`src/hdl/aer_cfg.svh`:
```
// Purpose: Offsets, field positions and reset values of the error register
//   pair.
// Assumes: Byte addresses on a 32-bit configuration access port.
// Notes: Summary of operation follows.
// Summary of operation
// Severity bits 20,19,15,14,12 sticky, reset 0.
// Severity bits 18,17,13 sticky, reset 1.
// Severity bits 5,4 sticky, reset 1.
// Software keeps unexpected completion severity cleared.
// Severity bit 0 reserved, reads zero.
// Correctable flags sticky, reset 0, write-one clears.
// Replay timer expiry and rollover set flags.
// Link packet CRC mismatch sets bad link flag.
// Physical layer error sets bad transaction flag.
// End-bad packet without inverted CRC sets flag.
// Transaction packet CRC mismatch sets flag.
// Legacy mode makes registers read as reserved.
// Sticky bits survive all but power-on reset.
`ifndef AER_CFG_SVH
`define AER_CFG_SVH
`define AER_SEV_OFFSET 12'h10c
`define AER_COR_OFFSET 12'h110
`define AER_SEV_RESET 32'h00062030
`define AER_SEV_MASK 32'h001ff030
`define AER_COR_RESET 32'h00000000
`define AER_COR_MASK 32'h000031c1
`define AER_BIT_ANF 13
`define AER_BIT_RTO 12
`define AER_BIT_RRO 8
`define AER_BIT_BLP 7
`define AER_BIT_BTP 6
`define AER_BIT_RXE 0
`endif

```
`src/hdl/aer_pkg.sv`:
```
// Purpose: Types shared by the error register pair.
// Assumes: Nothing beyond the configuration header.
// Notes: Register words are 32 bits wide.
package aer_pkg;
  typedef logic [31:0] aer_word_t;
  typedef logic [11:0] aer_addr_t;
endpackage : aer_pkg

```
`src/hdl/aer_sev_reg.sv`:
```
// Purpose: Sticky read/write severity register.
// Assumes: Only power-on reset returns it to its reset value.
// Notes: Reserved bits are held at zero.
`include "aer_cfg.svh"
module aer_sev_reg
  import aer_pkg::*;
(
  // Clock and power-on reset.
  input wire logic i_clk,
  input wire logic i_rst_n,
  // Write port.
  input wire logic i_wr,
  input wire aer_word_t i_wdata,
  // Stored value.
  output aer_word_t o_value
);
  typedef struct packed {
    aer_word_t sev;
  } aer_sev_s;
  aer_sev_s st;
  aer_sev_s next_st;
  always_comb
  begin
    next_st = st;
    if (i_wr)
    begin
      next_st.sev = i_wdata & `AER_SEV_MASK;
    end
  end
  always_ff @(posedge i_clk or negedge i_rst_n)
  begin
    if (!i_rst_n)
    begin
      st.sev <= `AER_SEV_RESET;
    end
    else
    begin
      st <= next_st;
    end
  end
  assign o_value = st.sev;
endmodule : aer_sev_reg

```
`src/hdl/aer_cor_reg.sv`:
```
// Purpose: Sticky write-one-to-clear correctable status register.
// Assumes: Event inputs are one-cycle pulses on the core clock.
// Notes: A set arriving with a clear wins.
`include "aer_cfg.svh"
module aer_cor_reg
  import aer_pkg::*;
(
  // Clock and power-on reset.
  input wire logic i_clk,
  input wire logic i_rst_n,
  // Write-one-to-clear port.
  input wire logic i_wr,
  input wire aer_word_t i_wdata,
  // Set vector.
  input wire aer_word_t i_set,
  // Stored value.
  output aer_word_t o_value
);
  typedef struct packed {
    aer_word_t cor;
  } aer_cor_s;
  aer_cor_s st;
  aer_cor_s next_st;
  aer_word_t clr;
  always_comb
  begin
    next_st = st;
    clr = i_wr ? i_wdata : 32'h00000000;
    next_st.cor = ((st.cor & ~clr) | i_set) & `AER_COR_MASK;
  end
  always_ff @(posedge i_clk or negedge i_rst_n)
  begin
    if (!i_rst_n)
    begin
      st.cor <= `AER_COR_RESET;
    end
    else
    begin
      st <= next_st;
    end
  end
  assign o_value = st.cor;
endmodule : aer_cor_reg

```
`src/hdl/aer_regs.sv`:
```
// Purpose: Severity and correctable status registers of error reporting.
// Assumes: Configuration access on the core clock; link events are pulses.
// Notes: i_rst_n is the power-on reset; hot and warm resets do not reach
//   the sticky bits. Legacy mode is a level that may change any time.
`include "aer_cfg.svh"
module aer_regs
  import aer_pkg::*;
(
  // Clock and power-on reset.
  input wire logic i_clk,
  input wire logic i_rst_n,
  // Hot or warm reset, ignored by sticky state.
  input wire logic i_warm_rst,
  // Mode strap, from a pin.
  input wire logic i_legacy_mode,
  // Configuration access.
  input wire logic i_cfg_wr,
  input wire logic i_cfg_rd,
  input wire aer_addr_t i_cfg_addr,
  input wire aer_word_t i_cfg_wdata,
  output aer_word_t o_cfg_rdata,
  output logic o_cfg_ack,
  // Link-layer events.
  input wire logic i_advisory_nonfatal,
  input wire logic i_replay_timer_expired,
  input wire logic i_replay_count_wrapped,
  input wire logic i_link_crc_mismatch,
  input wire logic i_phy_packet_error,
  input wire logic i_end_bad_packet,
  input wire logic i_end_bad_crc_inverted,
  input wire logic i_packet_crc_mismatch,
  input wire logic i_receiver_error,
  // Register contents for the error logic.
  output aer_word_t o_severity,
  output aer_word_t o_cor_status
);
  // Decoded form of one configuration cycle.
  typedef struct packed {
    logic rd;
    logic wr;
    logic sev;
    logic cor;
  } aer_dec_s;

  // Access pipeline and mode synchroniser. The sticky bits live in the two
  // register modules, so nothing here has to survive a warm reset.
  typedef struct packed {
    logic legacy_s1;
    logic legacy;
    aer_word_t rdata;
    logic ack;
  } aer_top_s;

  aer_top_s st;
  aer_top_s next_st;
  aer_dec_s dec;
  aer_word_t sev_value;
  aer_word_t cor_value;
  aer_word_t set_vec;
  logic regs_live;
  logic sev_wr;
  logic cor_wr;
  logic ev_anf;
  logic ev_rto;
  logic ev_rro;
  logic ev_blp;
  logic ev_btp;
  logic ev_rxe;
  logic btp_phy;
  logic btp_edb;
  logic btp_crc;

  // True when the byte address selects the given register.
  function automatic logic aer_hit(input aer_addr_t a, input aer_addr_t o);
    aer_hit = (a == o);
  endfunction : aer_hit

  // Splits a configuration cycle into strobes and register selects. While
  // the group is dormant no select is raised, so reads return zero and
  // writes are dropped, yet the strobes still earn an acknowledge.
  function automatic aer_dec_s aer_decode(
    input logic rd,
    input logic wr,
    input aer_addr_t a,
    input logic live
  );
    aer_dec_s d;
    d.rd = rd;
    d.wr = wr;
    d.sev = live && aer_hit(a, `AER_SEV_OFFSET);
    d.cor = live && aer_hit(a, `AER_COR_OFFSET);
    aer_decode = d;
  endfunction : aer_decode

  // Places one event at its field position in an otherwise empty word.
  function automatic aer_word_t aer_flag(
    input int unsigned pos,
    input logic v
  );
    aer_word_t w;
    w = 32'h00000000;
    w[pos[4:0]] = v;
    aer_flag = w;
  endfunction : aer_flag

  // Reserved severity positions read zero even if storage misbehaves.
  function automatic aer_word_t aer_sev_view(input aer_word_t v);
    aer_sev_view = v & `AER_SEV_MASK;
  endfunction : aer_sev_view

  // Reserved status positions read zero even if storage misbehaves.
  function automatic aer_word_t aer_cor_view(input aer_word_t v);
    aer_cor_view = v & `AER_COR_MASK;
  endfunction : aer_cor_view

  // Chooses the word returned by a read; unselected addresses read zero.
  function automatic aer_word_t aer_read_word(
    input aer_dec_s d,
    input aer_word_t sev,
    input aer_word_t cor
  );
    aer_word_t w;
    w = 32'h00000000;
    if (d.rd && d.sev)
    begin
      w = aer_sev_view(sev);
    end
    else if (d.rd && d.cor)
    begin
      w = aer_cor_view(cor);
    end
    aer_read_word = w;
  endfunction : aer_read_word

  // A packet that ended bad is judged only by its inverted check value;
  // the plain check comparison applies to packets that ended normally.
  assign btp_phy = i_phy_packet_error;
  assign btp_edb = i_end_bad_packet && !i_end_bad_crc_inverted;
  assign btp_crc = !i_end_bad_packet && i_packet_crc_mismatch;
  assign ev_anf = i_advisory_nonfatal;
  assign ev_rto = i_replay_timer_expired;
  assign ev_rro = i_replay_count_wrapped;
  assign ev_blp = i_link_crc_mismatch;
  assign ev_btp = btp_phy || btp_edb || btp_crc;
  assign ev_rxe = i_receiver_error;

  assign set_vec = aer_flag(`AER_BIT_ANF, ev_anf)
    | aer_flag(`AER_BIT_RTO, ev_rto)
    | aer_flag(`AER_BIT_RRO, ev_rro)
    | aer_flag(`AER_BIT_BLP, ev_blp)
    | aer_flag(`AER_BIT_BTP, ev_btp)
    | aer_flag(`AER_BIT_RXE, ev_rxe);

  // Legacy mode is only ever read after its second synchroniser stage.
  assign regs_live = !st.legacy;
  assign dec = aer_decode(i_cfg_rd, i_cfg_wr, i_cfg_addr, regs_live);
  assign sev_wr = dec.wr && dec.sev;
  assign cor_wr = dec.wr && dec.cor;

  aer_sev_reg u_sev (
    .i_clk(i_clk),
    .i_rst_n(i_rst_n),
    .i_wr(sev_wr),
    .i_wdata(i_cfg_wdata),
    .o_value(sev_value)
  );

  aer_cor_reg u_cor (
    .i_clk(i_clk),
    .i_rst_n(i_rst_n),
    .i_wr(cor_wr),
    .i_wdata(i_cfg_wdata),
    .i_set(set_vec),
    .o_value(cor_value)
  );

  always_comb
  begin
    next_st = st;
    next_st.legacy_s1 = i_legacy_mode;
    next_st.legacy = st.legacy_s1;
    next_st.ack = dec.rd || dec.wr;
    next_st.rdata = aer_read_word(dec, sev_value, cor_value);
  end

  // Warm reset is accepted but deliberately leaves all state alone.
  always_ff @(posedge i_clk or negedge i_rst_n)
  begin
    if (!i_rst_n)
    begin
      st <= '0;
    end
    else
    begin
      st <= next_st;
    end
  end

  assign o_cfg_rdata = st.rdata;
  assign o_cfg_ack = st.ack;
  assign o_severity = sev_value;
  assign o_cor_status = cor_value;
endmodule : aer_regs

```
`config.mk`:
```
export PLATFORM = sky130hd
export DESIGN_NAME = aer_regs
export DESIGN_NICKNAME = d
export VERILOG_FILES = /design/src/hdl/aer_pkg.sv /design/src/hdl/aer_sev_reg.sv /design/src/hdl/aer_cor_reg.sv /design/src/hdl/aer_regs.sv
export VERILOG_INCLUDE_DIRS = /design/src /design/src/hdl
export SDC_FILE = /design/constraint.sdc
export NUM_CORES = 1
export LEC_CHECK = 0
export BUFFER_PORTS_ARGS = -buffer_cell sky130_fd_sc_hd__buf_2
export CAP_MARGIN = 5
export CORE_ASPECT_RATIO = 1.2
export CORE_MARGIN = 2
export CORE_UTILIZATION = 43
export DETAILED_ROUTE_END_ITERATION = 6
export GPL_TIMING_DRIVEN = 0
export MAX_ROUTING_LAYER = met4
export PLACE_DENSITY = 0.87
export REMOVE_ABC_BUFFERS = 1
export SLEW_MARGIN = 20
export SYNTH_ARGS = -nofsm -noshare
export SYNTH_HDL_FRONTEND = slang
export SYNTH_SLANG_ARGS = --single-unit
```
`constraint.sdc`:
```
create_clock -name i_clk -period 2.15 [get_ports i_clk]
set_input_delay 0.43 -clock i_clk [delete_from_list [all_inputs] [get_ports i_clk]]
set_output_delay 0.43 -clock i_clk [all_outputs]
set_load 0.02 [all_outputs]
```
==> results.py, run 1 <==
metrics = {
    "pwr": {
        "leakagePower_nw": 1.25,
        "power.density_nw_per_um2": 600,
        "finalPower_mw": 1.29,
        "peakVddDrop_uv": 214,
    },
    "timing": {
        "tightest_slew_ns": 0.736,
        "finalMaxSlewViolations": 0,
        "min_period_ns": 1.77,
        "max_freq_ghz": 0.565,
        "setup_tns_ns": 0,
        "worst_slack_ns": 0.381,
        "finClkSkew_ns": 0.00433,
        "hold_violations": 0,
        "rsz0062_at_grt": "no",
        "slew_headroom_pct": 51.0,
        "setup_viol": 0,
        "timing.final.crit_share_pct": 82.3,
    },
    "clocking": {
        "cts-root-buf": "clkbuf_8",
        "cts_max_path_buffers": 2,
        "cts_tree": "yes",
        "ctsHoldBuffers": 0,
        "post_cts_buffers": 0,
        "cts-buffers-inserted": 5,
        "clkSinkCount": 35,
        "cts_max_level": 2,
        "cts_resized": 0,
        "clkLatencyLatePin_ns": 0.29,
        "cts.clk_slew.worst_paths_ns": 0.07,
    },
    "route": {
        "drt-vias-per-instance": 4.03,
        "top_layer_used": "met4",
        "met1Wirelength_um": 1120,
        "dr_wl_met2_um": 1810,
        "first_iter_violations": 75,
        "drtAntennaViolNets": 0,
        "wl_per_cell_um": 11.2,
        "routed_wl_um": 3370,
        "via_count": 1208,
        "remaining_drc_errors": 0,
        "drt_pass1_iterations": 3,
        "wl_met3_um": 334,
    },
    "logic_synthesis": {
        "yosysMostFrequentCell": "buf_4",
        "synthCells": 180,
        "synth_area_sq_um": 2010,
        "ys_ff_latch": 35,
        "ys.flop_type": "dfrtp_1",
        "synthArstFlopShare_pct": 100,
        "synthTopCellsByArea": "dfrtp_1 37%, buf_4 30%, mux2_4 7.5%",
        "synth_top_area_share_pct": 37.4,
        "yosys.cell_types.count": 28,
        "synth_top_area_cell": "dfrtp_1",
        "ys_top_cells_by_count": "79 x buf_4, 30 x dfrtp_1, 10 x mux2_4",
        "avgSynthCellArea_sq_um": 11.1,
        "ys_seq_area_share_pct": 44.0,
        "yosys_warnings": 0,
        "synth-edff-count": 0,
    },
    "setup_path": {
        "critPathArrivalTime_ns": 1.94,
        "worstReg2RegStart": "st[33]",
        "r2r_end": "u_sev.o_value[15]",
        "crit_start": "st[33]",
        "r2r_slack_ns": 0.38,
        "r2r_cells": 3,
        "crit_path_end": "u_sev.o_value[15]",
        "worstSetupPathType": "reg2reg",
        "crit_path_max_fanout": 11,
        "cp-start-kind": "register",
        "cp_data_required_time_ns": 2.32,
        "crit_path_end_kind": "register",
    },
    "grt": {
        "grt_overflow": 0,
        "track_usage_pct": 13.0,
        "grt_pass1_wl_um": 4860,
        "grt_max_degree": 36,
        "antenna_found_initial": 0,
        "grt_pass1_vias": 1081,
    },
    "die": {
        "io_pins": 156,
        "core_sq_um": 4530,
        "start_util_pct": 44.3,
        "die_area_sq_um": 5230,
        "placementRows": 27,
        "dieWidth_um": 66.4,
        "die_h_um": 78.8,
    },
    "finish": {
        "instances_no_fill": 300,
        "antenna_cells": 0,
        "regArea_sq_um": 882,
        "drive_above_1_share_pct": 43.4,
        "n_fill_cell": 452,
        "multi_input_area_sq_um": 728,
        "fin_nets": 300,
        "area_growth_pct": 7.42,
    },
    "placed_design": {
        "portBuffers": 73,
        "post-dp-hpwl_um": 2740,
        "dpl.cell_count": 292,
        "gp_congestion": 0.792,
        "pre_cts_slack_ns": 0.136,
    },
    "min_path": {
        "min_path_type": "in2async",
    },
    "outcome": {
        "outcome": "finished clean",
    },
    "flow_run": {
        "drv_cap": 0,
    },
}
layout make-up:
type	instances	share of cell area, %
Tap cell	58	3.37
Multi-Input combinational cell	121	33.8
Clock buffer	5	3.19
Sequential cell	35	40.9
Clock inverter	3	0.929
Inverter	5	0.871
Timing Repair Buffer	73	16.9
per-stage QoR:
stage                     hold WS, ns  cell area [sq um]  utilization [%]
after floorplan                 0.134               1630                -
after global placement          0.335               2070             45.7
after detailed placement        0.339               2070             45.7
after CTS                       0.220               2160             47.6
after global routing            0.226               2160             47.6
final                           0.204               2160             47.6
cell families after synthesis:
group / Yosys count / synth area share [%]
muxes: 11 / 8.04
DFF: 35 / 44.0
buffers and inverters: 87 / 31.5
AOI/OAI and AO/OA: 10 / 3.24
and+or+nand+nor: 36 / 13.0
other: 1 / 0.187
layer usage:
metal | global-route usage (%) | vias up
met4 | 8.78 | 0
li1 | - | 567
met3 | 2.83 | 8
met1 | 13.7 | 556
met5 | - | -
met2 | 21.4 | 77
worst max-delay path, cell delays in order (launching register included):
cell and delay [ns]:
dfrtp_1 0.39, nor4b_4 0.30, nand4_2 0.50, mux2_4 0.46
report_power, final:
group | switching [mW] | internal, mW
logic | 0.139 | 0.0367
clock network | 0.230 | 0.225
registers | 0.00152 | 0.662
total | 0.370 | 0.924
cells in the final DEF, fill, tap and decap left out, types with 4 or more instances in the layout:
| master | Yosys | routed |
|---|---|---|
| clkbuf_8 | 0 | 5 |
| and2_1 | 9 | 9 |
| dfstp_2 | 5 | 5 |
| inv_1 | 5 | 5 |
| a31oi_1 | 6 | 6 |
| dfrtp_1 | 30 | 30 |
| nor2_1 | 8 | 8 |
| mux2_4 | 10 | 10 |
| and3_1 | 4 | 4 |
| conb_1 | 1 | 64 |
| buf_2 | 2 | 73 |
worst min-delay path by stage:
stage | start | cells past startpoint | end
6_report | i_rst_n | 1 | o_cfg_rdata[4]
5_1_grt | i_legacy_mode | 1 | next_st[33]
4_1_cts | i_rst_n | 1 | o_cfg_rdata[17]
3_5_place_dp | next_st[33] | 0 | st[33]
3_3_place_gp | next_st[33] | 0 | st[33]
2_1_floorplan | i_rst_n | 0 | next_st[33]
state kept, by name, indices dropped and copies added, names as in the netlist:
name,flops
o_cfg_rdata,15
st,1
next_st,1
u_cor.o_value,6
u_sev.o_value,11
o_cfg_ack,1
No activity file was read; power rests on OpenSTA's default activity.
==> run 2, diff against run 1 <==
Settings changed: CORE_UTILIZATION 43 to 36, PLACE_DENSITY 0.87 to 0.78.
Clock period 2.15 ns to 1.6 ns, I/O delays scaled along.
==> results.py, run 2 (same netlist as run 1, synthesis figures left out) <==
metrics = {
    "die": {
        "start_util_pct": 37.6,
        "core_sq_um": 5330,
        "placementRows": 29,
        "io_pins": 156,
        "dieWidth_um": 72.2,
        "die_h_um": 85.8,
        "die_area_sq_um": 6190,
    },
    "route": {
        "remaining_drc_errors": 0,
        "wl_per_cell_um": 10.6,
        "via_count": 1211,
        "drt-vias-per-instance": 3.97,
        "routed_wl_um": 3250,
        "drtAntennaViolNets": 0,
        "first_iter_violations": 29,
        "drt_pass1_iterations": 4,
    },
    "grt": {
        "grt_overflow": 0,
        "grt_pass1_wl_um": 4710,
        "grt_max_degree": 36,
        "grt_pass1_vias": 1043,
        "antenna_found_initial": 0,
        "track_usage_pct": 10.1,
    },
    "timing": {
        "worst_slack_ns": 0.0967,
        "finClkSkew_ns": 0.00442,
        "finalMaxSlewViolations": 0,
        "max_freq_ghz": 0.665,
        "hold_ws_ns": 0.107,
        "hold_violations": 0,
        "slew_headroom_pct": 50.2,
        "tightest_slew_ns": 0.747,
        "rsz0062_at_grt": "no",
        "timing.final.crit_share_pct": 94.0,
        "setup_viol": 0,
        "setup_tns_ns": 0,
        "min_period_ns": 1.50,
    },
    "min_path": {
        "min_path_type": "in2async",
    },
    "clocking": {
        "cts_max_level": 2,
        "cts_max_path_buffers": 2,
        "clkLatencyLatePin_ns": 0.28,
        "cts_tree": "yes",
        "cts.clk_slew.worst_paths_ns": 0.07,
        "cts-buffers-inserted": 5,
        "cts-root-buf": "clkbuf_8",
        "clkSinkCount": 35,
    },
    "setup_path": {
        "worstReg2RegStart": "st[33]",
        "critPathArrivalTime_ns": 1.67,
        "r2r_end": "u_sev.o_value[12]",
        "worstSetupPathType": "reg2reg",
        "crit_path_max_incr_delay_ns": 0.40,
        "crit_path_max_fanout": 11,
        "cpMaxStageDelayCell": "dfrtp_1",
        "critical-path-top-delay-family": "simple AND/OR/NAND/NOR gates",
        "cp-start-kind": "register",
        "crit_path_end_kind": "register",
        "r2r_cells": 4,
        "cp_data_required_time_ns": 1.76,
        "r2r_slack_ns": 0.1,
        "crit_chain": "nor4b_4 > nand4_4 > buf_12 > mux2_4",
        "crit_buf_inv": 1,
    },
    "finish": {
        "drive_above_1_share_pct": 43.6,
        "n_fill_cell": 515,
        "antenna_cells": 0,
        "fin_nets": 301,
        "utilization_pct": 41.6,
        "instances_no_fill": 305,
        "largest_reg_flops": 15,
        "layout_commonest_cell": "buf_2",
        "final_cell_mix": "73 x buf_2, 64 x conb_1, 30 x dfrtp_1",
        "area_growth_pct": 10.5,
    },
    "placed_design": {
        "portBuffers": 73,
        "post-dp-hpwl_um": 2550,
        "pre_cts_slack_ns": -0.334,
        "gp_congestion": 0.783,
        "dpl.cell_count": 296,
    },
    "pwr": {
        "peakVddDrop_uv": 348,
        "power.density_nw_per_um2": 870,
        "leakagePower_nw": 1.29,
    },
    "flow_run": {
        "drv_cap": 0,
    },
    "outcome": {
        "outcome": "finished clean",
    },
}
==> run 2: what timing repair did <==
item,4_1_cts,5_1_grt
resized for setup,1,0
endpoints found under the setup margin,11,0
buffers inserted,1,0
hold buffers,0,0
==> run 2: layer usage <==
metal / GRT usage [%] / vias to the layer above / part of all wire [%]
met4: 6.17 / 0 / 2.4
met5: - / - / 0
met1: 9.98 / 539 / 35
met3: 3.06 / 5 / 14
li1: - / 571 / -
met2: 17.3 / 96 / 48
==> run 2: how the worst max path moves through the flow <==
stage | to | depth (start not counted) | start
2_1_floorplan | u_sev.o_value[12] | 3 | st[33]
3_3_place_gp | u_sev.o_value[16] | 4 | i_cfg_addr[11]
3_5_place_dp | u_sev.o_value[12] | 4 | i_cfg_addr[11]
4_1_cts | u_sev.o_value[12] | 4 | st[33]
5_1_grt | u_sev.o_value[12] | 4 | st[33]
6_report | u_sev.o_value[12] | 4 | st[33]
==> run 2: metrics by stage <==
stage,power (mW),cell area [sq um]
finish,1.93,2220
floorplan,1.06,1630
detailed placement,1.14,2070
global placement,1.14,2070
global route,2.02,2220
CTS,1.96,2220
==> run 2: layout make-up <==
class | count | area [sq um] | area share [%]
clock buffer | 6 | 82.6 | 3.72
tap | 62 | 77.6 | 3.50
clock inverter | 2 | 35.0 | 1.58
sequential | 35 | 882 | 39.8
inverter | 5 | 18.8 | 0.846
timing repair buffer | 74 | 385 | 17.4
multi-input combinational | 121 | 737 | 33.2
==> run 2: power breakdown <==
| part | switching [mW] | internal, mW | total [mW] |
|---|---|---|---|
| clock network | 0.298 | 0.504 | 0.801 |
| registers | 0.00198 | 0.890 | 0.892 |
| logic | 0.188 | 0.0494 | 0.237 |
| total | 0.488 | 1.44 | 1.93 |
==> run 3, diff against run 2 <==
Settings changed: PLACE_DENSITY 0.78 to 0.77.
==> results.py, run 3 (same netlist as run 1, synthesis figures left out) <==
metrics = {
    "die": {
        "start_util_pct": 37.6,
        "placementRows": 29,
        "die_h_um": 85.8,
        "die_area_sq_um": 6190,
        "io_pins": 156,
        "core_sq_um": 5330,
        "dieWidth_um": 72.2,
    },
    "setup_path": {
        "r2r_slack_ns": 0.08,
        "crit_start": "st[33]",
        "crit_path_max_fanout": 11,
        "crit_path_end_kind": "register",
        "crit_path_max_incr_delay_ns": 0.39,
        "cp_data_required_time_ns": 1.77,
        "worstSetupPathType": "reg2reg",
        "worstReg2RegStart": "st[33]",
        "cpMaxStageDelayCell": "dfrtp_1",
        "r2r_cells": 4,
        "critPathArrivalTime_ns": 1.69,
        "r2r_end": "u_sev.o_value[12]",
        "crit_chain": "nor4b_4 > nand4_4 > buf_12 > mux2_4",
        "cp-start-kind": "register",
    },
    "route": {
        "first_iter_violations": 49,
        "remaining_drc_errors": 0,
        "routed_wl_um": 3300,
        "met1Wirelength_um": 1200,
        "via_count": 1240,
        "dr_wl_met2_um": 1600,
        "wl_met3_um": 401,
        "drtAntennaViolNets": 0,
        "drt_pass1_iterations": 4,
        "top_layer_used": "met4",
        "wl_per_cell_um": 10.8,
        "drt-vias-per-instance": 4.07,
    },
    "clocking": {
        "clkLatencyLatePin_ns": 0.28,
        "cts-root-buf": "clkbuf_8",
        "cts_max_level": 2,
        "cts.clk_slew.worst_paths_ns": 0.07,
        "cts_max_path_buffers": 2,
        "clkSinkCount": 35,
        "cts_tree": "yes",
        "cts-buffers-inserted": 5,
    },
    "finish": {
        "drive_above_1_share_pct": 43.6,
        "antenna_cells": 0,
        "largest_reg_flops": 15,
        "regArea_sq_um": 882,
        "multi_input_area_sq_um": 737,
        "fin_nets": 301,
        "layout_commonest_cell": "buf_2",
        "final_cell_mix": "73 x buf_2, 64 x conb_1, 30 x dfrtp_1",
        "area_growth_pct": 10.5,
        "n_fill_cell": 531,
    },
    "grt": {
        "grt_pass1_wl_um": 4800,
        "track_usage_pct": 10.5,
        "antenna_found_initial": 0,
        "grt_pass1_vias": 1061,
        "grt_overflow": 0,
        "grt_max_degree": 36,
    },
    "pwr": {
        "finalPower_mw": 1.93,
        "peakVddDrop_uv": 453,
        "leakagePower_nw": 1.29,
        "combPwrFrac_pct": 12.3,
        "power.density_nw_per_um2": 870,
        "p_int_mw": 1.44,
        "seqPwrFrac_pct": 46.2,
        "swShare_pct": 25.2,
        "clockPowerShare_pct": 41.5,
        "switching_power_mw": 0.486,
    },
    "timing": {
        "rsz0062_at_grt": "no",
        "timing.final.crit_share_pct": 95.2,
        "tightest_slew_ns": 0.738,
        "slew_headroom_pct": 50.8,
        "finalMaxSlewViolations": 0,
        "hold_violations": 0,
        "max_freq_ghz": 0.657,
        "finClkSkew_ns": 0.00369,
        "setup_viol": 0,
        "min_period_ns": 1.52,
        "setup_tns_ns": 0,
    },
    "flow_run": {
        "drv_cap": 0,
    },
    "placed_design": {
        "gp_congestion": 0.800,
        "portBuffers": 73,
        "post-dp-hpwl_um": 2580,
    },
    "outcome": {
        "outcome": "finished clean",
    },
    "min_path": {
        "min_path_type": "in2async",
    },
}
[run 3: cell counts in the layout (fill, tap and decap cells not counted)]
Identical to the previous run, type by type.
[run 3: final cells by class]
class	instances	share of cell area (%)
clock inverters	2	1.58
inverters	5	0.846
repair buffers	74	17.4
flip-flops and latches	35	39.8
clock buffers	6	3.72
multi-input cells	121	33.2
well taps	62	3.50
[run 3: power by group through the flow]
stage / Sequential, mW / Clock [mW] / Combinational, mW
CTS: 0.892 / 0.824 / 0.235
global placement: 0.908 / 0 / 0.230
global route: 0.892 / 0.862 / 0.257
detailed placement: 0.908 / 0 / 0.233
floorplan: 0.911 / 0 / 0.151
finish: 0.892 / 0.800 / 0.237
[run 3: routing by layer]
layer	GRT usage, %	up-vias
met3	1.76	8
met2	17.3	96
met4	8.23	0
li1	-	569
met5	-	-
met1	10.9	567
[run 3: worst max-delay path, delay by kind of cell, from the launching register on]
kind	cells	cell delay (ns)
flip-flops	1	0.39
buffers and inverters	1	0.19
multiplexers	1	0.29
AND/OR/NAND/NOR	2	0.53
[run 3: worst max path at each step]
stage,end,slack (ns),depth (start not counted)
floorplan,u_sev.o_value[12],0.02,3
global placement,u_sev.o_value[15],-0.35,4
detailed placement,u_sev.o_value[15],-0.39,4
CTS,u_sev.o_value[14],0.09,4
global route,u_sev.o_value[16],0.004,4
finish,u_sev.o_value[12],0.08,4
[run 3: per-stage QoR]
step	hold WS [ns]	utilization [%]	cell area, sq um	worst slack [ns]	std cells
final	0.0975	41.6	2220	0.0774	305
after global routing	0.133	41.6	2220	0.00445	305
after CTS	0.120	41.6	2220	0.0898	305
after detailed placement	0.335	38.8	2070	-0.385	296
after global placement	0.334	38.8	2070	-0.348	296
after floorplan	0.0244	-	1630	0.0206	161
[run 3: timing repair]
action                     CTS  global route
hold buffers                 0             0
setup endpoints to repair   11             0
buffers inserted             1             0
resized for setup            1             0
